==> src/hdl/ecpp_pkg.sv <==
package ecpp_pkg;
  // ---------------------------------------------------------------
  // Register offsets within each window
  // ---------------------------------------------------------------
  localparam logic [1:0] OFS_DATA = 2'h0;
  localparam logic [1:0] OFS_STATUS = 2'h1;
  localparam logic [1:0] OFS_CONTROL = 2'h2;
  localparam logic [1:0] OFS_FIFO = 2'h0;
  localparam logic [1:0] OFS_CAPB = 2'h1;
  localparam logic [1:0] OFS_EXTCTL = 2'h2;
  // ---------------------------------------------------------------
  // Port modes held in the extended control register
  // ---------------------------------------------------------------
  localparam logic [2:0] MODE_SPP = 3'h0;
  localparam logic [2:0] MODE_PS2 = 3'h1;
  localparam logic [2:0] MODE_COMPAT = 3'h2;
  localparam logic [2:0] MODE_ECP = 3'h3;
  localparam logic [2:0] MODE_TEST = 3'h6;
  localparam logic [2:0] MODE_CONFIG = 3'h7;
  // ---------------------------------------------------------------
  // Field positions and fixed values
  // ---------------------------------------------------------------
  localparam int DCR_STROBE = 0;
  localparam int DCR_AUTOFD = 1;
  localparam int DCR_INIT = 2;
  localparam int DCR_SELIN = 3;
  localparam int DCR_IRQEN = 4;
  localparam int DCR_DIR = 5;
  localparam logic [1:0] DCR_TOP_VAL = 2'h3;
  localparam logic [2:0] DSR_LOW_VAL = 3'h7;
  localparam logic [7:0] CAPA_VAL = 8'h10;
  localparam logic [7:0] CAPB_VAL = 8'h00;
  localparam logic [7:0] UNMAPPED_VAL = 8'hFF;
  localparam logic [5:0] DCR_RST = 6'h00;
  localparam logic [2:0] MODE_RST = 3'h0;
  localparam logic [2:0] ECR_LOW_RST = 3'h1;
  localparam logic [7:0] BYTE_RST = 8'h00;
  localparam int FIFO_DEPTH = 16;
  localparam int SYNC_WIDTH = 13;
  // Idle pin levels: data 00, busy low, ack high, paper-error low, select high, fault high
  localparam logic [SYNC_WIDTH-1:0] PIN_IDLE = 13'h000B;
  // ---------------------------------------------------------------
  // Handshake engine states
  // ---------------------------------------------------------------
  typedef enum logic [5:0] {
    ST_IDLE = 6'h01,
    ST_FSETUP = 6'h02,
    ST_FSTB = 6'h04,
    ST_FEND = 6'h08,
    ST_RREQ = 6'h10,
    ST_RACK = 6'h20
  } ecpp_state_t;
endpackage

==> src/hdl/ecpp_sync.sv <==
`timescale 1ns/1ps
module ecpp_sync #(
  parameter int WIDTH = 13,
  parameter logic [WIDTH-1:0] RST_VAL = '0
) (
  input wire logic clk_in,
  input wire logic rst_n_in,
  input wire logic [WIDTH-1:0] async_in,
  output logic [WIDTH-1:0] sync_out
);
  import ecpp_pkg::*;
  logic [WIDTH-1:0] meta_q;
  logic [WIDTH-1:0] sync_q;

  if (WIDTH < 1) begin : g_bad_width
    $error("ecpp_sync WIDTH must be at least 1");
  end

  // Two-stage capture of pin levels
  always_ff @(posedge clk_in or negedge rst_n_in) begin
    if (!rst_n_in) begin
      meta_q <= RST_VAL;
      sync_q <= RST_VAL;
    end else begin
      meta_q <= async_in;
      sync_q <= meta_q;
    end
  end

  assign sync_out = sync_q;
endmodule

==> src/hdl/ecpp_fifo.sv <==
`timescale 1ns/1ps
module ecpp_fifo #(
  parameter int WIDTH = 9,
  parameter int DEPTH = 16
) (
  input wire logic clk_in,
  input wire logic rst_n_in,
  input wire logic clr_in,
  input wire logic push_in,
  input wire logic [WIDTH-1:0] push_data_in,
  input wire logic pop_in,
  output logic [WIDTH-1:0] head_out,
  output logic full_out,
  output logic empty_out
);
  import ecpp_pkg::*;
  localparam int AW = $clog2(DEPTH);
  logic [WIDTH-1:0] mem [DEPTH];
  logic [AW-1:0] wr_q;
  logic [AW-1:0] rd_q;
  logic [AW:0] cnt_q;
  logic [WIDTH-1:0] last_q;
  logic do_push;
  logic do_pop;

  if (DEPTH < 2 || (DEPTH & (DEPTH - 1)) != 0) begin : g_bad_depth
    $error("ecpp_fifo DEPTH must be a power of two, at least 2");
  end

  // Full refuses writes, empty refuses reads
  assign full_out = (cnt_q == (AW + 1)'(DEPTH));
  assign empty_out = (cnt_q == '0);
  assign do_push = push_in && !full_out;
  assign do_pop = pop_in && !empty_out;
  // Empty shows the byte that was read last
  assign head_out = empty_out ? last_q : mem[rd_q];

  // Storage array
  always_ff @(posedge clk_in) begin
    if (do_push) begin
      mem[wr_q] <= push_data_in;
    end
  end

  // Pointers, fill count and last-read byte
  always_ff @(posedge clk_in or negedge rst_n_in) begin
    if (!rst_n_in) begin
      wr_q <= '0;
      rd_q <= '0;
      cnt_q <= '0;
      last_q <= '0;
    end else if (clr_in) begin
      wr_q <= '0;
      rd_q <= '0;
      cnt_q <= '0;
    end else begin
      if (do_push) begin
        wr_q <= wr_q + 1'b1;
      end
      if (do_pop) begin
        rd_q <= rd_q + 1'b1;
        last_q <= mem[rd_q];
      end
      if (do_push && !do_pop) begin
        cnt_q <= cnt_q + 1'b1;
      end else if (do_pop && !do_push) begin
        cnt_q <= cnt_q - 1'b1;
      end
    end
  end

  AST_FULL_HOLDS: assert property (@(posedge clk_in) disable iff (!rst_n_in)
    (full_out && push_in && !pop_in && !clr_in) |=> (full_out && $stable(wr_q)))
    else $error("full fifo took a byte");
endmodule

==> src/hdl/ecpp_port.sv <==
`timescale 1ns/1ps
// Summary of operation
// - Forward bytes: port pulses strobe, peripheral answers on busy.
// - Reverse bytes: port lowers autofeed to request, peripheral answers on ack.
// - Select-in pin stays high for the whole of ECP mode.
// - Data latch clears on reset, drives pins uninverted, reads back.
// - ECP mode address-port writes enter the FIFO tagged, sent automatically, forward only.
// - Status bit 7 is inverted busy, bits 6-3 live pins, bits 2-0 one.
// - Control bits 7-6 read high, unwritable; bits 5-0 clear on reset.
// - Control bit 5 sets bus direction; forced low in mode 000.
// - With control bit 4 set, ack rising edge raises host interrupt.
// - Control bits 3,1,0 drive pins inverted, bit 2 uninverted.
// - Mode 010 FIFO bytes go out by standard handshake, forward only.
// - Mode 011 sends FIFO forward or fetches peripheral bytes, per direction.
// - Mode 110 FIFO reads and writes freely, data shown without handshake.
// - Full test FIFO ignores writes; empty read returns last byte read.
// - Capability word A reads 10h in mode 111, read-only.
// - Capability word B is read-only and reads all zero bits in mode 111, FFh in other modes.
// - Port mode sits in extended control bits 7-5.
// - One 16-byte FIFO serves data, address and test ports, both ways.
module ecpp_port #(
  parameter int DEPTH = ecpp_pkg::FIFO_DEPTH
) (
  input wire logic CORE_CLK_IN,
  input wire logic RST_N_IN,
  input wire logic HOST_BASE2_IN,
  input wire logic [1:0] HOST_ADDR_IN,
  input wire logic HOST_WR_IN,
  input wire logic HOST_RD_IN,
  input wire logic [7:0] HOST_WDATA_IN,
  output logic [7:0] HOST_RDATA_OUT,
  output logic HOST_IRQ_OUT,
  input wire logic [7:0] PD_IN,
  output logic [7:0] PD_OUT,
  output logic PD_OE_OUT,
  output logic STROBE_N_OUT,
  output logic AUTOFD_N_OUT,
  output logic INIT_N_OUT,
  output logic SELECTIN_N_OUT,
  input wire logic BUSY_IN,
  input wire logic ACK_N_IN,
  input wire logic PERROR_IN,
  input wire logic SELECT_IN,
  input wire logic FAULT_N_IN
);
  import ecpp_pkg::*;

  // ---------------------------------------------------------------
  // Declarations
  // ---------------------------------------------------------------
  logic [SYNC_WIDTH-1:0] pins_s;
  logic [7:0] pd_s;
  logic busy_s, ack_n_s, perror_s, select_s, fault_n_s;
  logic ack_n_d1_q;
  logic [7:0] latch_q;
  logic [5:0] dcr_q;
  logic [2:0] mode_q;
  logic [2:0] ecr_low_q;
  ecpp_state_t state_q;
  logic [7:0] byte_q;
  logic tag_q;
  logic wr1, wr2, rd1, rd2;
  logic fwd_en, rev_en, auto_mode;
  logic host_push, host_pop, eng_push, eng_pop;
  logic fifo_push, fifo_pop, fifo_full, fifo_empty;
  logic [8:0] push_word;
  logic [8:0] head;

  // Decode of window and offset for one access
  function automatic logic hit(input logic base2, input logic [1:0] ofs, input logic want2,
                               input logic [1:0] want);
    return (base2 == want2) && (ofs == want);
  endfunction

  // ---------------------------------------------------------------
  // Pin synchronisers
  // ---------------------------------------------------------------
  // Reset to idle pin levels, so no false ack edge follows reset
  ecpp_sync #(.WIDTH(SYNC_WIDTH), .RST_VAL(PIN_IDLE)) u_sync (
    .clk_in(CORE_CLK_IN),
    .rst_n_in(RST_N_IN),
    .async_in({PD_IN, BUSY_IN, ACK_N_IN, PERROR_IN, SELECT_IN, FAULT_N_IN}),
    .sync_out(pins_s)
  );
  assign pd_s = pins_s[12:5];
  assign busy_s = pins_s[4];
  assign ack_n_s = pins_s[3];
  assign perror_s = pins_s[2];
  assign select_s = pins_s[1];
  assign fault_n_s = pins_s[0];

  // ---------------------------------------------------------------
  // Access decode and transfer enables
  // ---------------------------------------------------------------
  assign wr1 = HOST_WR_IN && !HOST_BASE2_IN;
  assign wr2 = HOST_WR_IN && HOST_BASE2_IN;
  assign rd1 = HOST_RD_IN && !HOST_BASE2_IN;
  assign rd2 = HOST_RD_IN && HOST_BASE2_IN;
  assign fwd_en = (mode_q == MODE_COMPAT) || (mode_q == MODE_ECP && !dcr_q[DCR_DIR]);
  assign rev_en = (mode_q == MODE_ECP) && dcr_q[DCR_DIR];
  assign auto_mode = (mode_q == MODE_COMPAT) || (mode_q == MODE_ECP);

  // Host side of the shared FIFO
  always_comb begin
    host_push = 1'b0;
    push_word = {1'b0, HOST_WDATA_IN};
    if (HOST_WR_IN && hit(HOST_BASE2_IN, HOST_ADDR_IN, 1'b0, OFS_DATA) && mode_q == MODE_ECP) begin
      host_push = !dcr_q[DCR_DIR];
      push_word = {1'b1, HOST_WDATA_IN};
    end else if (HOST_WR_IN && hit(HOST_BASE2_IN, HOST_ADDR_IN, 1'b1, OFS_FIFO)) begin
      host_push = fwd_en || (mode_q == MODE_TEST);
    end
    // Engine byte wins; a stray host write must not replace it
    if (eng_push) begin
      push_word = {busy_s, pd_s};
    end
  end
  assign host_pop = HOST_RD_IN && hit(HOST_BASE2_IN, HOST_ADDR_IN, 1'b1, OFS_FIFO) &&
                    (rev_en || mode_q == MODE_TEST);
  assign fifo_push = host_push || eng_push;
  assign fifo_pop = host_pop || eng_pop;

  // Single FIFO for data, address and test ports
  ecpp_fifo #(.WIDTH(9), .DEPTH(DEPTH)) u_fifo (
    .clk_in(CORE_CLK_IN),
    .rst_n_in(RST_N_IN),
    .clr_in(mode_q == MODE_SPP),
    .push_in(fifo_push),
    .push_data_in(push_word),
    .pop_in(fifo_pop),
    .head_out(head),
    .full_out(fifo_full),
    .empty_out(fifo_empty)
  );

  // ---------------------------------------------------------------
  // Registers written by the host
  // ---------------------------------------------------------------
  // Parallel data latch
  always_ff @(posedge CORE_CLK_IN or negedge RST_N_IN) begin
    if (!RST_N_IN) begin
      latch_q <= BYTE_RST;
    end else if (wr1 && HOST_ADDR_IN == OFS_DATA && mode_q != MODE_ECP) begin
      latch_q <= HOST_WDATA_IN;
    end
  end

  // Control bits, direction forced forward in mode 000
  always_ff @(posedge CORE_CLK_IN or negedge RST_N_IN) begin
    if (!RST_N_IN) begin
      dcr_q <= DCR_RST;
    end else if (wr1 && HOST_ADDR_IN == OFS_CONTROL) begin
      dcr_q <= {HOST_WDATA_IN[DCR_DIR] && mode_q != MODE_SPP, HOST_WDATA_IN[4:0]};
    end else if (mode_q == MODE_SPP) begin
      dcr_q[DCR_DIR] <= 1'b0;
    end
  end

  // Extended control: mode and plain bits
  always_ff @(posedge CORE_CLK_IN or negedge RST_N_IN) begin
    if (!RST_N_IN) begin
      mode_q <= MODE_RST;
      ecr_low_q <= ECR_LOW_RST;
    end else if (wr2 && HOST_ADDR_IN == OFS_EXTCTL) begin
      mode_q <= HOST_WDATA_IN[7:5];
      ecr_low_q <= HOST_WDATA_IN[4:2];
    end
  end

  // ---------------------------------------------------------------
  // Read data
  // ---------------------------------------------------------------
  always_ff @(posedge CORE_CLK_IN or negedge RST_N_IN) begin
    if (!RST_N_IN) begin
      HOST_RDATA_OUT <= BYTE_RST;
    end else if (rd1) begin
      if (HOST_ADDR_IN == OFS_DATA) begin
        HOST_RDATA_OUT <= (mode_q == MODE_PS2 && dcr_q[DCR_DIR]) ? pd_s : latch_q;
      end else if (HOST_ADDR_IN == OFS_STATUS) begin
        HOST_RDATA_OUT <= {~busy_s, ack_n_s, perror_s, select_s, fault_n_s, DSR_LOW_VAL};
      end else if (HOST_ADDR_IN == OFS_CONTROL) begin
        HOST_RDATA_OUT <= {DCR_TOP_VAL, dcr_q};
      end else begin
        HOST_RDATA_OUT <= UNMAPPED_VAL;
      end
    end else if (rd2) begin
      if (HOST_ADDR_IN == OFS_FIFO) begin
        HOST_RDATA_OUT <= (mode_q == MODE_CONFIG) ? CAPA_VAL : head[7:0];
      end else if (HOST_ADDR_IN == OFS_CAPB) begin
        HOST_RDATA_OUT <= (mode_q == MODE_CONFIG) ? CAPB_VAL : UNMAPPED_VAL;
      end else if (HOST_ADDR_IN == OFS_EXTCTL) begin
        HOST_RDATA_OUT <= {mode_q, ecr_low_q, fifo_full, fifo_empty};
      end else begin
        HOST_RDATA_OUT <= UNMAPPED_VAL;
      end
    end
  end

  // Interrupt pulse on rising ack edge
  always_ff @(posedge CORE_CLK_IN or negedge RST_N_IN) begin
    if (!RST_N_IN) begin
      ack_n_d1_q <= 1'b1;
      HOST_IRQ_OUT <= 1'b0;
    end else begin
      ack_n_d1_q <= ack_n_s;
      HOST_IRQ_OUT <= dcr_q[DCR_IRQEN] && ack_n_s && !ack_n_d1_q;
    end
  end

  // ---------------------------------------------------------------
  // Automatic handshake engine
  // ---------------------------------------------------------------
  assign eng_pop = (state_q == ST_IDLE) && fwd_en && !fifo_empty;
  assign eng_push = (state_q == ST_RREQ) && rev_en && !ack_n_s;

  always_ff @(posedge CORE_CLK_IN or negedge RST_N_IN) begin
    if (!RST_N_IN) begin
      state_q <= ST_IDLE;
      byte_q <= BYTE_RST;
      tag_q <= 1'b0;
    end else begin
      case (state_q)
        ST_IDLE: begin
          if (eng_pop) begin
            byte_q <= head[7:0];
            tag_q <= head[8] && mode_q == MODE_ECP;
            state_q <= ST_FSETUP;
          end else if (rev_en && !fifo_full) begin
            state_q <= ST_RREQ;
          end
        end
        ST_FSETUP: begin
          if (!fwd_en) begin
            state_q <= ST_IDLE;
          end else if (!busy_s) begin
            state_q <= ST_FSTB;
          end
        end
        ST_FSTB: begin
          if (!fwd_en || busy_s) begin
            state_q <= ST_FEND;
          end
        end
        ST_FEND: begin
          if (!fwd_en || !busy_s) begin
            state_q <= ST_IDLE;
          end
        end
        ST_RREQ: begin
          if (!rev_en) begin
            state_q <= ST_IDLE;
          end else if (!ack_n_s) begin
            state_q <= ST_RACK;
          end
        end
        ST_RACK: begin
          if (!rev_en || ack_n_s) begin
            state_q <= ST_IDLE;
          end
        end
        default: begin
          state_q <= ST_IDLE;
        end
      endcase
    end
  end

  // ---------------------------------------------------------------
  // Pin drivers
  // ---------------------------------------------------------------
  always_ff @(posedge CORE_CLK_IN or negedge RST_N_IN) begin
    if (!RST_N_IN) begin
      STROBE_N_OUT <= 1'b1;
      AUTOFD_N_OUT <= 1'b1;
      INIT_N_OUT <= 1'b0;
      SELECTIN_N_OUT <= 1'b1;
    end else begin
      STROBE_N_OUT <= auto_mode ? (state_q != ST_FSTB) : ~dcr_q[DCR_STROBE];
      if (!auto_mode) begin
        AUTOFD_N_OUT <= ~dcr_q[DCR_AUTOFD];
      end else if (state_q == ST_RREQ) begin
        AUTOFD_N_OUT <= 1'b0;
      end else if (state_q == ST_FSETUP || state_q == ST_FSTB || state_q == ST_FEND) begin
        AUTOFD_N_OUT <= !tag_q;
      end else begin
        AUTOFD_N_OUT <= 1'b1;
      end
      INIT_N_OUT <= dcr_q[DCR_INIT];
      SELECTIN_N_OUT <= (mode_q == MODE_ECP) ? 1'b1 : ~dcr_q[DCR_SELIN];
    end
  end

  // Data bus value and direction
  always_ff @(posedge CORE_CLK_IN or negedge RST_N_IN) begin
    if (!RST_N_IN) begin
      PD_OUT <= BYTE_RST;
      PD_OE_OUT <= 1'b1;
    end else begin
      if (mode_q == MODE_TEST) begin
        PD_OUT <= head[7:0];
      end else if (auto_mode && state_q != ST_IDLE) begin
        PD_OUT <= byte_q;
      end else begin
        PD_OUT <= latch_q;
      end
      PD_OE_OUT <= (mode_q == MODE_SPP || mode_q == MODE_COMPAT) ? 1'b1 : !dcr_q[DCR_DIR];
    end
  end

  // ---------------------------------------------------------------
  // Checks
  // ---------------------------------------------------------------
  AST_SELIN_ECP: assert property (@(posedge CORE_CLK_IN) disable iff (!RST_N_IN)
    (mode_q == MODE_ECP && $past(mode_q) == MODE_ECP) |-> SELECTIN_N_OUT)
    else $error("select-in low in ECP mode");
  AST_DCR_TOP: assert property (@(posedge CORE_CLK_IN) disable iff (!RST_N_IN)
    (rd1 && HOST_ADDR_IN == OFS_CONTROL) |=> (HOST_RDATA_OUT[7:6] == DCR_TOP_VAL))
    else $error("control top bits not high");
  AST_DSR_READ: assert property (@(posedge CORE_CLK_IN) disable iff (!RST_N_IN)
    (rd1 && HOST_ADDR_IN == OFS_STATUS) |=> (HOST_RDATA_OUT == {~$past(busy_s), $past(ack_n_s),
      $past(perror_s), $past(select_s), $past(fault_n_s), DSR_LOW_VAL}))
    else $error("status read wrong");
  AST_DIR_SPP: assert property (@(posedge CORE_CLK_IN) disable iff (!RST_N_IN)
    (mode_q == MODE_SPP) |=> !dcr_q[DCR_DIR] || mode_q != MODE_SPP)
    else $error("direction not forced in mode 000");
  AST_CAPA: assert property (@(posedge CORE_CLK_IN) disable iff (!RST_N_IN)
    (rd2 && HOST_ADDR_IN == OFS_FIFO && mode_q == MODE_CONFIG) |=> (HOST_RDATA_OUT == CAPA_VAL))
    else $error("capability A wrong");
  AST_CAPB: assert property (@(posedge CORE_CLK_IN) disable iff (!RST_N_IN)
    (rd2 && HOST_ADDR_IN == OFS_CAPB && mode_q == MODE_CONFIG) |=> (HOST_RDATA_OUT == CAPB_VAL))
    else $error("capability B wrong");
  AST_IRQ_EDGE: assert property (@(posedge CORE_CLK_IN) disable iff (!RST_N_IN)
    (dcr_q[DCR_IRQEN] && $rose(ack_n_s)) |=> HOST_IRQ_OUT)
    else $error("ack edge lost");
  AST_LATCH_PINS: assert property (@(posedge CORE_CLK_IN) disable iff (!RST_N_IN)
    (wr1 && HOST_ADDR_IN == OFS_DATA && mode_q == MODE_SPP ##1 !wr1 && mode_q == MODE_SPP)
    |=> (PD_OUT == $past(HOST_WDATA_IN, 2)))
    else $error("latch not on pins");
  AST_INIT_PIN: assert property (@(posedge CORE_CLK_IN) disable iff (!RST_N_IN)
    (mode_q == MODE_SPP && $past(mode_q) == MODE_SPP) |-> (INIT_N_OUT == $past(dcr_q[DCR_INIT])
      && STROBE_N_OUT == !$past(dcr_q[DCR_STROBE])))
    else $error("control pins wrong");
  AST_FWD_STROBE: assert property (@(posedge CORE_CLK_IN) disable iff (!RST_N_IN)
    (state_q == ST_FSTB && fwd_en) |=> !STROBE_N_OUT)
    else $error("strobe not low in transfer");
  AST_REV_REQ: assert property (@(posedge CORE_CLK_IN) disable iff (!RST_N_IN)
    (state_q == ST_RREQ && rev_en) |=> !AUTOFD_N_OUT)
    else $error("reverse request not shown");
endmodule

==> config.mk <==
export PLATFORM = sky130hd
export DESIGN_NAME = ecpp_port
export DESIGN_NICKNAME = d
export VERILOG_FILES = /design/src/hdl/ecpp_pkg.sv /design/src/hdl/ecpp_sync.sv /design/src/hdl/ecpp_fifo.sv /design/src/hdl/ecpp_port.sv
export SDC_FILE = /design/constraint.sdc
export NUM_CORES = 1
export LEC_CHECK = 0
export ABC_AREA = 1
export BUFFER_PORTS_ARGS = -buffer_cell sky130_fd_sc_hd__buf_2
export CAP_MARGIN = 20
export CORE_AREA = 2 2 178 180
export CTS_CLUSTER_DIAMETER = 200
export DETAILED_ROUTE_END_ITERATION = 8
export DIE_AREA = 0 0 180 182
export PLACE_DENSITY = 0.61
export SETUP_SLACK_MARGIN = 0.4
export SLEW_MARGIN = 40
export SYNTH_ARGS = -nofsm -noshare
export SYNTH_HDL_FRONTEND = slang
export SYNTH_SLANG_ARGS = --single-unit
==> constraint.sdc <==
create_clock -name CORE_CLK_IN -period 3 [get_ports CORE_CLK_IN]
set_input_delay 0.15 -clock CORE_CLK_IN [delete_from_list [all_inputs] [get_ports CORE_CLK_IN]]
set_output_delay 0.15 -clock CORE_CLK_IN [all_outputs]
set_load 0.05 [all_outputs]
; After elaboration in Yosys (flattened, before gate mapping)
; Memory sizes are Yosys's and may differ from the RTL's.
; Index checks and enable logic that the tools add are counted.
[word_totals]
mem_bits_rw = 144
register_bits = 106
output_inout_bits = 22
mem_count = 1
[memory_table]
columns = name, words, word_bits, rd, rd_clocked_by_memory_dff, write_ports, line
row1 = u_fifo.mem, 16, 9, 1, 0, 1, ecpp_fifo.sv:18  ; logic [WIDTH-1:0] mem [DEPTH];
[op_classes]
n_reduce_logical = 68
n_eq_ne = 23
add_sub_neg = 4
n_mux = 45
bitwise = 6
[ops]
columns = cell, n
row1 = two-way mux 8 bit, 12
row2 = two-way mux 6 bit, 10
row3 = one-hot mux 6 bit (6 select lines), 1
row4 = logical AND 1 bit, 32
row5 = two-way mux 9 bit, 3
row6 = two-way mux 4 bit, 4
row7 = two-way mux 5 bit, 3
row8 = zero test 1 bit, 12
row9 = logical OR 1 bit, 12
row10 = two-way mux 1 bit, 12
row11 = adder 4 x 1 -> 4 bit (second input constant), 2
row12 = nonzero test 2 bit, 4
row13 = equality test 3 x 2 -> 1 bit (second input constant), 2
row14 = equality test 3 bit (second input constant), 2
row15 = equality test 6 x 1 -> 1 bit (second input constant), 1
row16 = equality test 6 x 2 -> 1 bit (second input constant), 1
row17 = equality test 6 x 3 -> 1 bit (second input constant), 1
row18 = equality test 6 x 4 -> 1 bit (second input constant), 1
row19 = equality test 6 x 5 -> 1 bit (second input constant), 1
row20 = equality test 6 bit (second input constant), 1
row21 = inequality test 2 bit (second input constant), 3
row22 = inequality test 3 x 2 -> 1 bit (second input constant), 2
row23 = inequality test 3 bit (second input constant), 2
row24 = inequality test 6 x 1 -> 1 bit (second input constant), 1
row25 = other kinds (14), 21

; Logic depth before layout (Yosys ltp)
; Gate-level depths: netlist of the first run.
[depth]
depth_word = 13
depth_mapped = 17
depth_no_buf = 17

; By module
; From an unflattened synthesis of the first run, not the netlist that was laid out.
[hier_totals]
cells_unflattened = 1087
area_unflattened_um2 = 11016.8
[modules_own_cells]
columns = mod, area_per_inst_um2, cells_each, seq_area_each_um2, n_inst
row1 = ecpp_fifo, 7206.9, 666, 4874.7, 1
row2 = ecpp_port, 3151.8, 395, 1460.2, 1
row3 = ecpp_sync, 658.1, 26, 658.1, 1

; Worst setup path before layout of the first run
; OpenSTA, ideal clock, no wires.
[synth_timing]
path_type = reg2reg
start = register state_q[3]
end = register u_fifo.cnt_q[4]
arrival_ns = 2.326
stages_incl_launch_ff = 17
setup_ns = 0.125
period_less_slack_ns = 2.451
t_required_ns = 2.875
slack_ns = 0.549
cell_sequence = dfrtp_1 > nor2_1 > inv_1 > nor2_2 > nand3_1 > nor2_2 > nand2_1 > nand3_1 > nand2_1 > clkinv_2 > ha_1 > inv_1 > fa_1 > nand3_1 > nand2_1 > xnor2_1 > o22ai_1
[synth_between]
elab_chain_len = 9
elab_cells_between_ends = 17
[synth_lines]
columns = item, line
row1 = from (decl), ecpp_port.sv:59  ; ecpp_state_t state_q;
row2 = from (signal assigned), ecpp_port.sv:218  ; state_q <= ST_IDLE;
row3 = from (signal assigned), ecpp_port.sv:227  ; state_q <= ST_FSETUP;
row4 = from (signal assigned), ecpp_port.sv:229  ; state_q <= ST_RREQ;
row5 = equality test 6 x 1 -> 1 bit, ecpp_port.sv:213  ; assign eng_pop = (state_q == ST_IDLE) && fwd_en && !fifo_empty;
row6 = logical AND 1 bit (2 in series), ecpp_port.sv:213
row7 = logical OR 1 bit, ecpp_port.sv:121  ; assign fifo_pop = host_pop || eng_pop;
row8 = logical AND 1 bit, ecpp_fifo.sv:34  ; assign do_pop = pop_in && !empty_out;
row9 = zero test 1 bit, ecpp_fifo.sv:64  ; if (do_push && !do_pop) begin
row10 = logical AND 1 bit, ecpp_fifo.sv:64
row11 = two-way mux 5 bit, ecpp_fifo.sv:64
row12 = two-way mux 5 bit, ecpp_fifo.sv:52  ; end else if (clr_in) begin
row13 = to (signal assigned), ecpp_fifo.sv:65  ; cnt_q <= cnt_q + 1'b1;
row14 = to (signal assigned), ecpp_fifo.sv:67  ; cnt_q <= cnt_q - 1'b1;
row15 = to (decl), ecpp_fifo.sv:21  ; logic [AW:0] cnt_q;
; Several ways; a longest one is shown, not always the timed one.
; A chain may end at the register's enable or synchronous reset.

; Worst setup path in the final report of the first run
[layout_timing]
start = register mode_q[0]
end = register u_fifo.cnt_q[4]
[layout_between]
elab_chain_len = 11
elab_cells_between_ends = 28
[layout_lines]
columns = item, line
row1 = from (decl), ecpp_port.sv:57  ; logic [2:0] mode_q;
row2 = from (signal assigned), ecpp_port.sv:165  ; mode_q <= HOST_WDATA_IN[7:5];
row3 = equality test 3 x 2 -> 1 bit, "ecpp_port.sv:99, ecpp_port.sv:100, ecpp_port.sv:107"
row4 = logical AND 1 bit, ecpp_port.sv:99  ; assign fwd_en = (mode_q == MODE_COMPAT) || (mode_q == MODE_ECP && !dcr_q[DCR_DIR]);
row5 = logical OR 1 bit, ecpp_port.sv:99
row6 = logical OR 1 bit or logical AND 1 bit (tied branches), "ecpp_port.sv:111, ecpp_port.sv:213"
row7 = two-way mux 1 bit or logical AND 1 bit (tied branches), "ecpp_port.sv:110, ecpp_port.sv:213"
row8 = two-way mux 1 bit or logical OR 1 bit (tied branches), "ecpp_port.sv:107, ecpp_port.sv:121"
row9 = logical OR 1 bit or logical AND 1 bit (tied branches), "ecpp_port.sv:120, ecpp_fifo.sv:34"
row10 = logical AND 1 bit or zero test 1 bit (tied branches), "ecpp_fifo.sv:33, ecpp_fifo.sv:64"
row11 = logical AND 1 bit or zero test 1 bit (tied branches), "ecpp_fifo.sv:64, ecpp_fifo.sv:66"
row12 = two-way mux 5 bit or logical AND 1 bit (tied branches), "ecpp_fifo.sv:64, ecpp_fifo.sv:66"
row13 = two-way mux 5 bit or nonzero test 3 bit (tied branches), -
; Several ways; a longest one is shown, not always the timed one.

==> results of run 1 <==
==> sequential cells by signal, summed over array words and instances, names as in the netlist, 8 cells and up <==
name,flops
HOST_RDATA_OUT,8
PD_OUT,8
byte_q,8
latch_q,8
u_fifo.last_q,8
u_fifo.mem,144
u_sync.meta_q,13
u_sync.sync_out,13
==> timing repair <==
action | in CTS | in global routing
hold endpoints to repair | 104 | 0
hold buffers | 22 | 0
resized for setup | 5 | 17
pin swaps | 2 | 5
endpoints found under the setup margin | 3 | 4
setup buffers | 2 | 7
==> cell families after synthesis <==
group                    after synthesis  share of synthesized area
AND/OR/NAND/NOR                      440                      0.173
flip-flops                           249                      0.655
AO/OA/AOI/OAI                        207                      0.105
buffers and inverters                128                     0.0497
adder cells (fa/ha/maj)               10                     0.0125
XOR/XNOR                               5                    0.00412
==> routing by layer <==
layer	routed length (um)	vias up	share of wire
met2	13200	220	0.47
met4	924	0	0.033
met5	0	-	0
li1	-	3760	-
met3	1820	56	0.064
met1	12200	3734	0.43
==> report_power, final <==
group          internal, mW  switching (mW)  total (mW)
combinational         0.658            1.52        2.17
sequential             3.93           0.179        4.11
clock                  1.83            1.34        3.16
==> metrics by stage <==
stage / hold WS [ps] / utilization / cells
finish: 14.5 / 0.411 / 1568
CTS: 21.0 / 0.407 / 1561
floorplan: -146 / - / 1039
global route: 55.6 / 0.411 / 1568
detailed placement: 257 / 0.371 / 1487
global placement: 255 / 0.371 / 1487
==> synthesized netlist by cell type, drive strengths merged <==
library cell,n,area share
a21boi,1,0.00071
a21oi,44,0.021
a31oi,8,0.0047
buf,23,0.012
clkbuf,22,0.0078
clkinv,4,0.0020
dfrtp,92,0.22
dfstp,13,0.032
edfxtp,144,0.41
fa,1,0.0019
ha,9,0.011
inv,79,0.028
nand2,170,0.061
nand3,89,0.042
nand3b,1,0.00071
nand4,3,0.0018
nor2,161,0.058
nor3,8,0.0038
nor4,1,0.0012
o211ai,17,0.012
o21ai,128,0.060
o221ai,4,0.0033
o22ai,4,0.0024
o31ai,1,0.00071
or2,7,0.0041
xnor2,3,0.0025
xor2,2,0.0016
==> worst max path at each step <==
stage | to | cells past startpoint
2_1_floorplan | u_fifo.cnt_q[4]$_DFFE_PN0P_ | 16
3_3_place_gp | u_fifo.cnt_q[4]$_DFFE_PN0P_ | 16
3_5_place_dp | u_fifo.cnt_q[3]$_DFFE_PN0P_ | 17
4_1_cts | u_fifo.cnt_q[4]$_DFFE_PN0P_ | 16
5_1_grt | u_fifo.cnt_q[4]$_DFFE_PN0P_ | 15
6_report | u_fifo.cnt_q[4]$_DFFE_PN0P_ | 15
==> worst register-to-register path: stages, from the launching register on <==
cell,delay [ps]
sky130_fd_sc_hd__dfrtp_2,430
sky130_fd_sc_hd__buf_4,150
sky130_fd_sc_hd__o21ai_2,180
sky130_fd_sc_hd__nand2_2,100
sky130_fd_sc_hd__inv_1,140
sky130_fd_sc_hd__o21ai_1,90
sky130_fd_sc_hd__nand3_2,110
sky130_fd_sc_hd__nand2_1,90
sky130_fd_sc_hd__clkinv_2,70
sky130_fd_sc_hd__ha_2,210
sky130_fd_sc_hd__inv_4,70
sky130_fd_sc_hd__fa_2,390
sky130_fd_sc_hd__nand3_1,90
sky130_fd_sc_hd__nand2_1,70
sky130_fd_sc_hd__xnor2_1,130
sky130_fd_sc_hd__o22ai_1,80
==> cell type report <==
type                            instances  area share
Clock buffer                           38      0.0618
Clock inverter                         12     0.00511
Inverter                               83      0.0252
Multi-Input combinational cell        662       0.252
Sequential cell                       249       0.548
Tap cell                              402      0.0395
Timing Repair Buffer                  122      0.0686
==> impl_metrics.xml, run 1 <==
<?xml version="1.0" encoding="UTF-8"?>
<metrics>
  <group name="run_status">
    <metric name="status" unit="">complete, no violations</metric>
  </group>
  <group name="sta">
    <metric name="layout_worst_path_cycle_share" unit="">0.835</metric>
    <metric name="fmax" unit="MHz">399</metric>
    <metric name="timing.final.hold_violations" unit="">0</metric>
    <metric name="timing.final.setup_violations" unit="">0</metric>
    <metric name="fin_tns_setup" unit="ps">0</metric>
    <metric name="timing.max_slew.rel_slack" unit="">0.553</metric>
    <metric name="worstMarginPinSlew" unit="ps">670</metric>
    <metric name="slew_violations" unit="">0</metric>
    <metric name="setup_slack" unit="ps">495</metric>
    <metric name="period_needed" unit="ps">2510</metric>
    <metric name="grt_setup_unrepaired" unit="">yes</metric>
    <metric name="fin_worst_skew" unit="ps">20.3</metric>
  </group>
  <group name="floorplan">
    <metric name="die_width" unit="um">180</metric>
    <metric name="floorplan.rows" unit="">65</metric>
    <metric name="floorplan.initialDensity" unit="">0.343</metric>
    <metric name="die_y" unit="um">182</metric>
    <metric name="design.core.area" unit="um^2">31000</metric>
    <metric name="floorplan.io_pins" unit="">50</metric>
    <metric name="fp.dieArea" unit="um^2">32800</metric>
  </group>
  <group name="cts">
    <metric name="htree_num_levels" unit="">1</metric>
    <metric name="cts.clk_slew.worst_paths" unit="ps">60</metric>
    <metric name="bufs_on_longest_clock_path" unit="">3</metric>
    <metric name="cts.root.buffer_cell" unit="">sky130_fd_sc_hd__clkbuf_16</metric>
    <metric name="cts_inserted_buffers" unit="">27</metric>
    <metric name="cts_tree" unit="">built</metric>
    <metric name="numClockSinks" unit="">249</metric>
    <metric name="clk_latency" unit="ps">550</metric>
  </group>
  <group name="grt">
    <metric name="grt.met2_usage" unit="">0.282</metric>
    <metric name="grt_usage" unit="">0.172</metric>
    <metric name="grt.overflow.total" unit="">0</metric>
    <metric name="initial_antenna_violation_count" unit="">0</metric>
    <metric name="grt_met1_usage" unit="">0.228</metric>
    <metric name="global_route.usage.met3" unit="">0.0365</metric>
    <metric name="grt_start_max_net_pins" unit="">86</metric>
    <metric name="gr-max-usage-layer" unit="">met2</metric>
    <metric name="first_global_vias" unit="">7768</metric>
    <metric name="first_pass_grt_wire_length" unit="mm">44.2</metric>
  </group>
  <group name="critical_path">
    <metric name="critPathMaxFanout" unit="">5</metric>
    <metric name="cp_cell_sequence" unit="">buf_4, o21ai_2, nand2_2, inv_1, o21ai_1, nand3_2, nand2_1, clkinv_2, ha_2, inv_4, fa_2, nand3_1, nand2_1, xnor2_1, o22ai_1</metric>
    <metric name="crit-reg2reg-capture" unit="">u_fifo.cnt_q[4]$_DFFE_PN0P_</metric>
    <metric name="worst_ep_required_time" unit="ps">3430</metric>
    <metric name="cp-end-kind" unit="">register</metric>
    <metric name="setup.worst_path.class" unit="">register to register</metric>
    <metric name="worst_path_max_delay_cell" unit="">sky130_fd_sc_hd__dfrtp_2</metric>
    <metric name="worst_path_largest_cell_delay" unit="ps">430</metric>
    <metric name="reg2reg_slack" unit="ps">490</metric>
    <metric name="cp-start-kind" unit="">register</metric>
    <metric name="critical_path.startpoint" unit="">mode_q[0]$_DFFE_PN0P_</metric>
    <metric name="timing.critical_path.arrival" unit="ps">2930</metric>
    <metric name="buffers_and_inverters_on_the_worst_path" unit="">4</metric>
    <metric name="critical-path-top-delay-family" unit="">adder cells</metric>
    <metric name="worstReg2RegStart" unit="">mode_q[0]$_DFFE_PN0P_</metric>
    <metric name="worst_r2r_path_depth" unit="">15</metric>
    <metric name="crit_path_frequent_cell" unit="">sky130_fd_sc_hd__nand2_1</metric>
  </group>
  <group name="cells_and_area">
    <metric name="most_common_library_cell_in_the_layout_ignoring_fill_and_taps" unit="">sky130_fd_sc_hd__nand2_1</metric>
    <metric name="mostFrequentLayoutCells" unit="">sky130_fd_sc_hd__nand2_1, sky130_fd_sc_hd__nor2_1, sky130_fd_sc_hd__edfxtp_1</metric>
    <metric name="stdcell_area" unit="um^2">12700</metric>
    <metric name="total_area_of_multi_input_combinational_cells" unit="um^2">3210</metric>
    <metric name="post_route_cells_drive_above_1_share" unit="">0.174</metric>
    <metric name="antenna_cells" unit="">0</metric>
    <metric name="final.fill_count" unit="">2990</metric>
    <metric name="layout.nets" unit="">1183</metric>
    <metric name="areaGrowthSynthToFinish" unit="%">19.7</metric>
    <metric name="seq_area" unit="um^2">6970</metric>
  </group>
  <group name="place">
    <metric name="dp.final_hpwl" unit="mm">18.6</metric>
    <metric name="dp_slack" unit="ps">261</metric>
    <metric name="io_buffers" unit="">49</metric>
    <metric name="postPlaceCellArea" unit="um^2">11500</metric>
    <metric name="gp_congestion" unit="">0.877</metric>
  </group>
  <group name="logic_synthesis">
    <metric name="synth.distinct_cells" unit="">38</metric>
    <metric name="yosysWarnings" unit="">0</metric>
    <metric name="postSynthCellCount" unit="">1039</metric>
    <metric name="synthesis.nets" unit="">1077</metric>
    <metric name="ys_seq_elements" unit="">249</metric>
    <metric name="synth_seq_area_share" unit="">0.655</metric>
    <metric name="netlist_area" unit="um^2">10600</metric>
    <metric name="syn-mean-instance-area" unit="um^2">10.2</metric>
  </group>
  <group name="detailed_routing">
    <metric name="starting_drc_count_in_detailed_routing" unit="">594</metric>
    <metric name="route.final.wire_length" unit="mm">28.2</metric>
    <metric name="num_vias" unit="">7770</metric>
    <metric name="avgViaCountPerCell" unit="">4.96</metric>
    <metric name="wire_per_inst" unit="um">18.0</metric>
    <metric name="drc_errors" unit="">0</metric>
    <metric name="postRouteAntennaNets" unit="">0</metric>
    <metric name="drt-pass1-iter-count" unit="">5</metric>
  </group>
  <group name="power_and_ir_drop">
    <metric name="report.power.total" unit="mW">9.44</metric>
    <metric name="leakage" unit="nW">5.17</metric>
    <metric name="power.density" unit="nW/um^2">742</metric>
    <metric name="power.ir.vdd_worst" unit="uV">512</metric>
  </group>
  <group name="worst_hold_path">
    <metric name="endpoint_worst_hold" unit="">HOST_RDATA_OUT[4]$_DFFE_PN0P_</metric>
    <metric name="timing.hold.worst_path_depth" unit="">5</metric>
    <metric name="worst_hold_check_path_type" unit="">input pin to register</metric>
    <metric name="min_from" unit="">HOST_RD_IN</metric>
  </group>
  <group name="job">
    <metric name="max-cap-violations" unit="">0</metric>
  </group>
</metrics>
(Power assumes the default switching activity.)
==> inputs of run 2 (changes only) <==
clock period = 2.4 ns   (was 3 ns; I/O delays follow)
==> run 2 against run 1 <==
Final area grew 9.3%. Via count up 3.7%. Sequential share of layout area decreased by 4.6 points. Global-route usage is 0.22 points lower. Setup slack got worse by 430 ps. Clock-buffer cell count fell by 3. Largest power group unchanged.
==> impl_metrics.xml, run 2 (same netlist as run 1, synthesis figures left out) <==
<?xml version="1.0" encoding="UTF-8"?>
<metrics>
  <group name="sta">
    <metric name="setup_slack" unit="ps">68.7</metric>
    <metric name="timing.max_slew.rel_slack" unit="">0.639</metric>
    <metric name="period_needed" unit="ps">2330</metric>
    <metric name="grt_setup_unrepaired" unit="">yes</metric>
    <metric name="fmax" unit="MHz">429</metric>
    <metric name="worstMarginPinSlew" unit="ps">541</metric>
    <metric name="layout_worst_path_cycle_share" unit="">0.971</metric>
    <metric name="timing.final.hold_violations" unit="">0</metric>
    <metric name="slew_violations" unit="">0</metric>
    <metric name="fin_tns_setup" unit="ps">0</metric>
    <metric name="fin_worst_skew" unit="ps">15.0</metric>
    <metric name="timing.final.setup_violations" unit="">0</metric>
  </group>
  <group name="detailed_routing">
    <metric name="drc_errors" unit="">0</metric>
    <metric name="postRouteAntennaNets" unit="">0</metric>
    <metric name="route.final.wire_length" unit="mm">29.1</metric>
    <metric name="drt-pass1-iter-count" unit="">6</metric>
    <metric name="starting_drc_count_in_detailed_routing" unit="">818</metric>
    <metric name="wire_per_inst" unit="um">18.0</metric>
    <metric name="num_vias" unit="">8055</metric>
    <metric name="avgViaCountPerCell" unit="">4.98</metric>
  </group>
  <group name="critical_path">
    <metric name="setup.worst_path.class" unit="">register to register</metric>
    <metric name="timing.critical_path.arrival" unit="ps">2740</metric>
    <metric name="cp_cell_sequence" unit="">buf_4, o21ai_4, nand2_2, nor2_2, nand2_2, a21oi_4, inv_2, ha_4, inv_6, ha_4, a21oi_2, nand2_1, xnor2_1, o22ai_1</metric>
    <metric name="worst_path_max_delay_cell" unit="">sky130_fd_sc_hd__dfrtp_2</metric>
    <metric name="worst_path_largest_cell_delay" unit="ps">420</metric>
    <metric name="cp-start-kind" unit="">register</metric>
    <metric name="cp-end-kind" unit="">register</metric>
    <metric name="worst_ep_required_time" unit="ps">2810</metric>
    <metric name="critPathMaxFanout" unit="">4</metric>
  </group>
  <group name="grt">
    <metric name="first_global_vias" unit="">7735</metric>
    <metric name="first_pass_grt_wire_length" unit="mm">43.6</metric>
    <metric name="initial_antenna_violation_count" unit="">0</metric>
    <metric name="grt_usage" unit="">0.169</metric>
    <metric name="grt.overflow.total" unit="">0</metric>
    <metric name="grt_start_max_net_pins" unit="">65</metric>
  </group>
  <group name="cts">
    <metric name="clk_latency" unit="ps">540</metric>
    <metric name="cts.root.buffer_cell" unit="">sky130_fd_sc_hd__clkbuf_16</metric>
    <metric name="cts_tree" unit="">built</metric>
    <metric name="numClockSinks" unit="">249</metric>
    <metric name="htree_num_levels" unit="">1</metric>
    <metric name="bufs_on_longest_clock_path" unit="">3</metric>
    <metric name="cts_inserted_buffers" unit="">26</metric>
    <metric name="cts.clk_slew.worst_paths" unit="ps">60</metric>
  </group>
  <group name="floorplan">
    <metric name="die_y" unit="um">182</metric>
    <metric name="floorplan.io_pins" unit="">50</metric>
    <metric name="floorplan.initialDensity" unit="">0.343</metric>
    <metric name="die_width" unit="um">180</metric>
    <metric name="floorplan.rows" unit="">65</metric>
    <metric name="design.core.area" unit="um^2">31000</metric>
    <metric name="fp.dieArea" unit="um^2">32800</metric>
  </group>
  <group name="cells_and_area">
    <metric name="mostFrequentLayoutCells" unit="">sky130_fd_sc_hd__nand2_1, sky130_fd_sc_hd__edfxtp_1, sky130_fd_sc_hd__nor2_1</metric>
    <metric name="antenna_cells" unit="">0</metric>
    <metric name="layout.nets" unit="">1235</metric>
    <metric name="max_flop_register" unit="">u_fifo.mem</metric>
    <metric name="postLayoutCoreUtil" unit="">0.449</metric>
    <metric name="most_common_library_cell_in_the_layout_ignoring_fill_and_taps" unit="">sky130_fd_sc_hd__nand2_1</metric>
    <metric name="stdcell_area" unit="um^2">13900</metric>
    <metric name="areaGrowthSynthToFinish" unit="%">30.8</metric>
    <metric name="flip_flop_count_of_the_largest_register_after_layout" unit="">144</metric>
    <metric name="post_route_cells_drive_above_1_share" unit="">0.243</metric>
  </group>
  <group name="power_and_ir_drop">
    <metric name="power.density" unit="nW/um^2">880</metric>
    <metric name="report.power.total" unit="mW">12.2</metric>
    <metric name="leakage" unit="nW">5.60</metric>
    <metric name="power.ir.vdd_worst" unit="uV">532</metric>
  </group>
  <group name="run_status">
    <metric name="status" unit="">complete, no violations</metric>
  </group>
  <group name="job">
    <metric name="max-cap-violations" unit="">0</metric>
  </group>
  <group name="place">
    <metric name="io_buffers" unit="">49</metric>
    <metric name="dp.final_hpwl" unit="mm">18.9</metric>
    <metric name="gp_congestion" unit="">0.901</metric>
    <metric name="dp_slack" unit="ps">-67.4</metric>
    <metric name="postPlaceCellArea" unit="um^2">11800</metric>
  </group>
  <group name="worst_hold_path">
    <metric name="worst_hold_check_path_type" unit="">input pin to async pin</metric>
  </group>
</metrics>
-- run 2: cell types whose count changed in the layout (fill, tap and decap cells not counted), sizes merged --
cell / before / now
inv: 80 / 79
buf: 99 / 150
clkinv: 14 / 12
bufinv: 0 / 2
clkinvlp: 1 / 2
clkbuf: 39 / 37
dlygate4sd3: 22 / 23
-- run 2: worst paths after layout --
path                            slack, ps                       start                       endpoint  cells past startpoint
min in group CORE_CLK_IN              130             HOST_ADDR_IN[1]  HOST_RDATA_OUT[7]$_DFFE_PN0P_                      6
worst max-delay path                   70       mode_q[0]$_DFFE_PN0P_    u_fifo.cnt_q[4]$_DFFE_PN0P_                     14
worst min register to register        340  u_sync.meta_q[9]$_DFF_PN0_   u_sync.sync_out[9]$_DFF_PN0_                      0
worst max register to register         70       mode_q[0]$_DFFE_PN0P_    u_fifo.cnt_q[4]$_DFFE_PN0P_                     14
worst min-delay path                   30                    RST_N_IN         state_q[1]$_DFFE_PN0P_                      2
max in group asynchronous            1700                    RST_N_IN   u_sync.sync_out[0]$_DFF_PN1_                      3
-- run 2: cell type report --
cell class | count | area (um^2)
clock inverters | 12 | 126
flip-flops and latches | 249 | 6970
well taps | 402 | 503
multi-input cells | 662 | 3620
repair buffers | 175 | 1630
clock buffers | 35 | 714
fillers | 2830 | 17100
inverters | 83 | 334
-- run 2: what timing repair did --
item                                    CTS  global route
cloned                                    1            16
hold buffers                             23             0
pin swaps                                10            19
endpoints found under the setup margin  298           304
resized for setup                        36            96
setup buffers                            10            25
endpoints found under the hold margin   124             0
-- run 2: power breakdown --
part / internal [mW] / total, mW / leakage [nW] / switching [mW]
sequential: 4.91 / 5.15 / 2.54 / 0.237
clock: 2.31 / 3.97 / 0.405 / 1.66
combinational: 1.08 / 3.12 / 2.66 / 2.04
-- run 2: worst max-delay path: cells and delay by family (launching register included) --
family	cells	cell delay [ps]
AO/OA/AOI/OAI	4	560
XOR/XNOR	1	160
adder cells (fa/ha/maj)	2	390
buffers and inverters	3	320
flip-flops	1	420
AND/OR/NAND/NOR	4	370
-- run 2: metrics by stage --
stage          instances  hold slack [ps]
6_report            1618             29.5
5_1_grt             1618             48.4
4_1_cts             1577             37.2
3_5_place_dp        1496             44.2
3_3_place_gp        1496             43.8
2_1_floorplan       1039             -176
-- run 2: layer usage --
layer	GRT usage	vias to the layer above	wire, um
met5	0	-	0
met4	0.0559	0	755
met3	0.0243	53	1950
met2	0.273	241	13800
met1	0.237	3893	12600
li1	-	3868	-
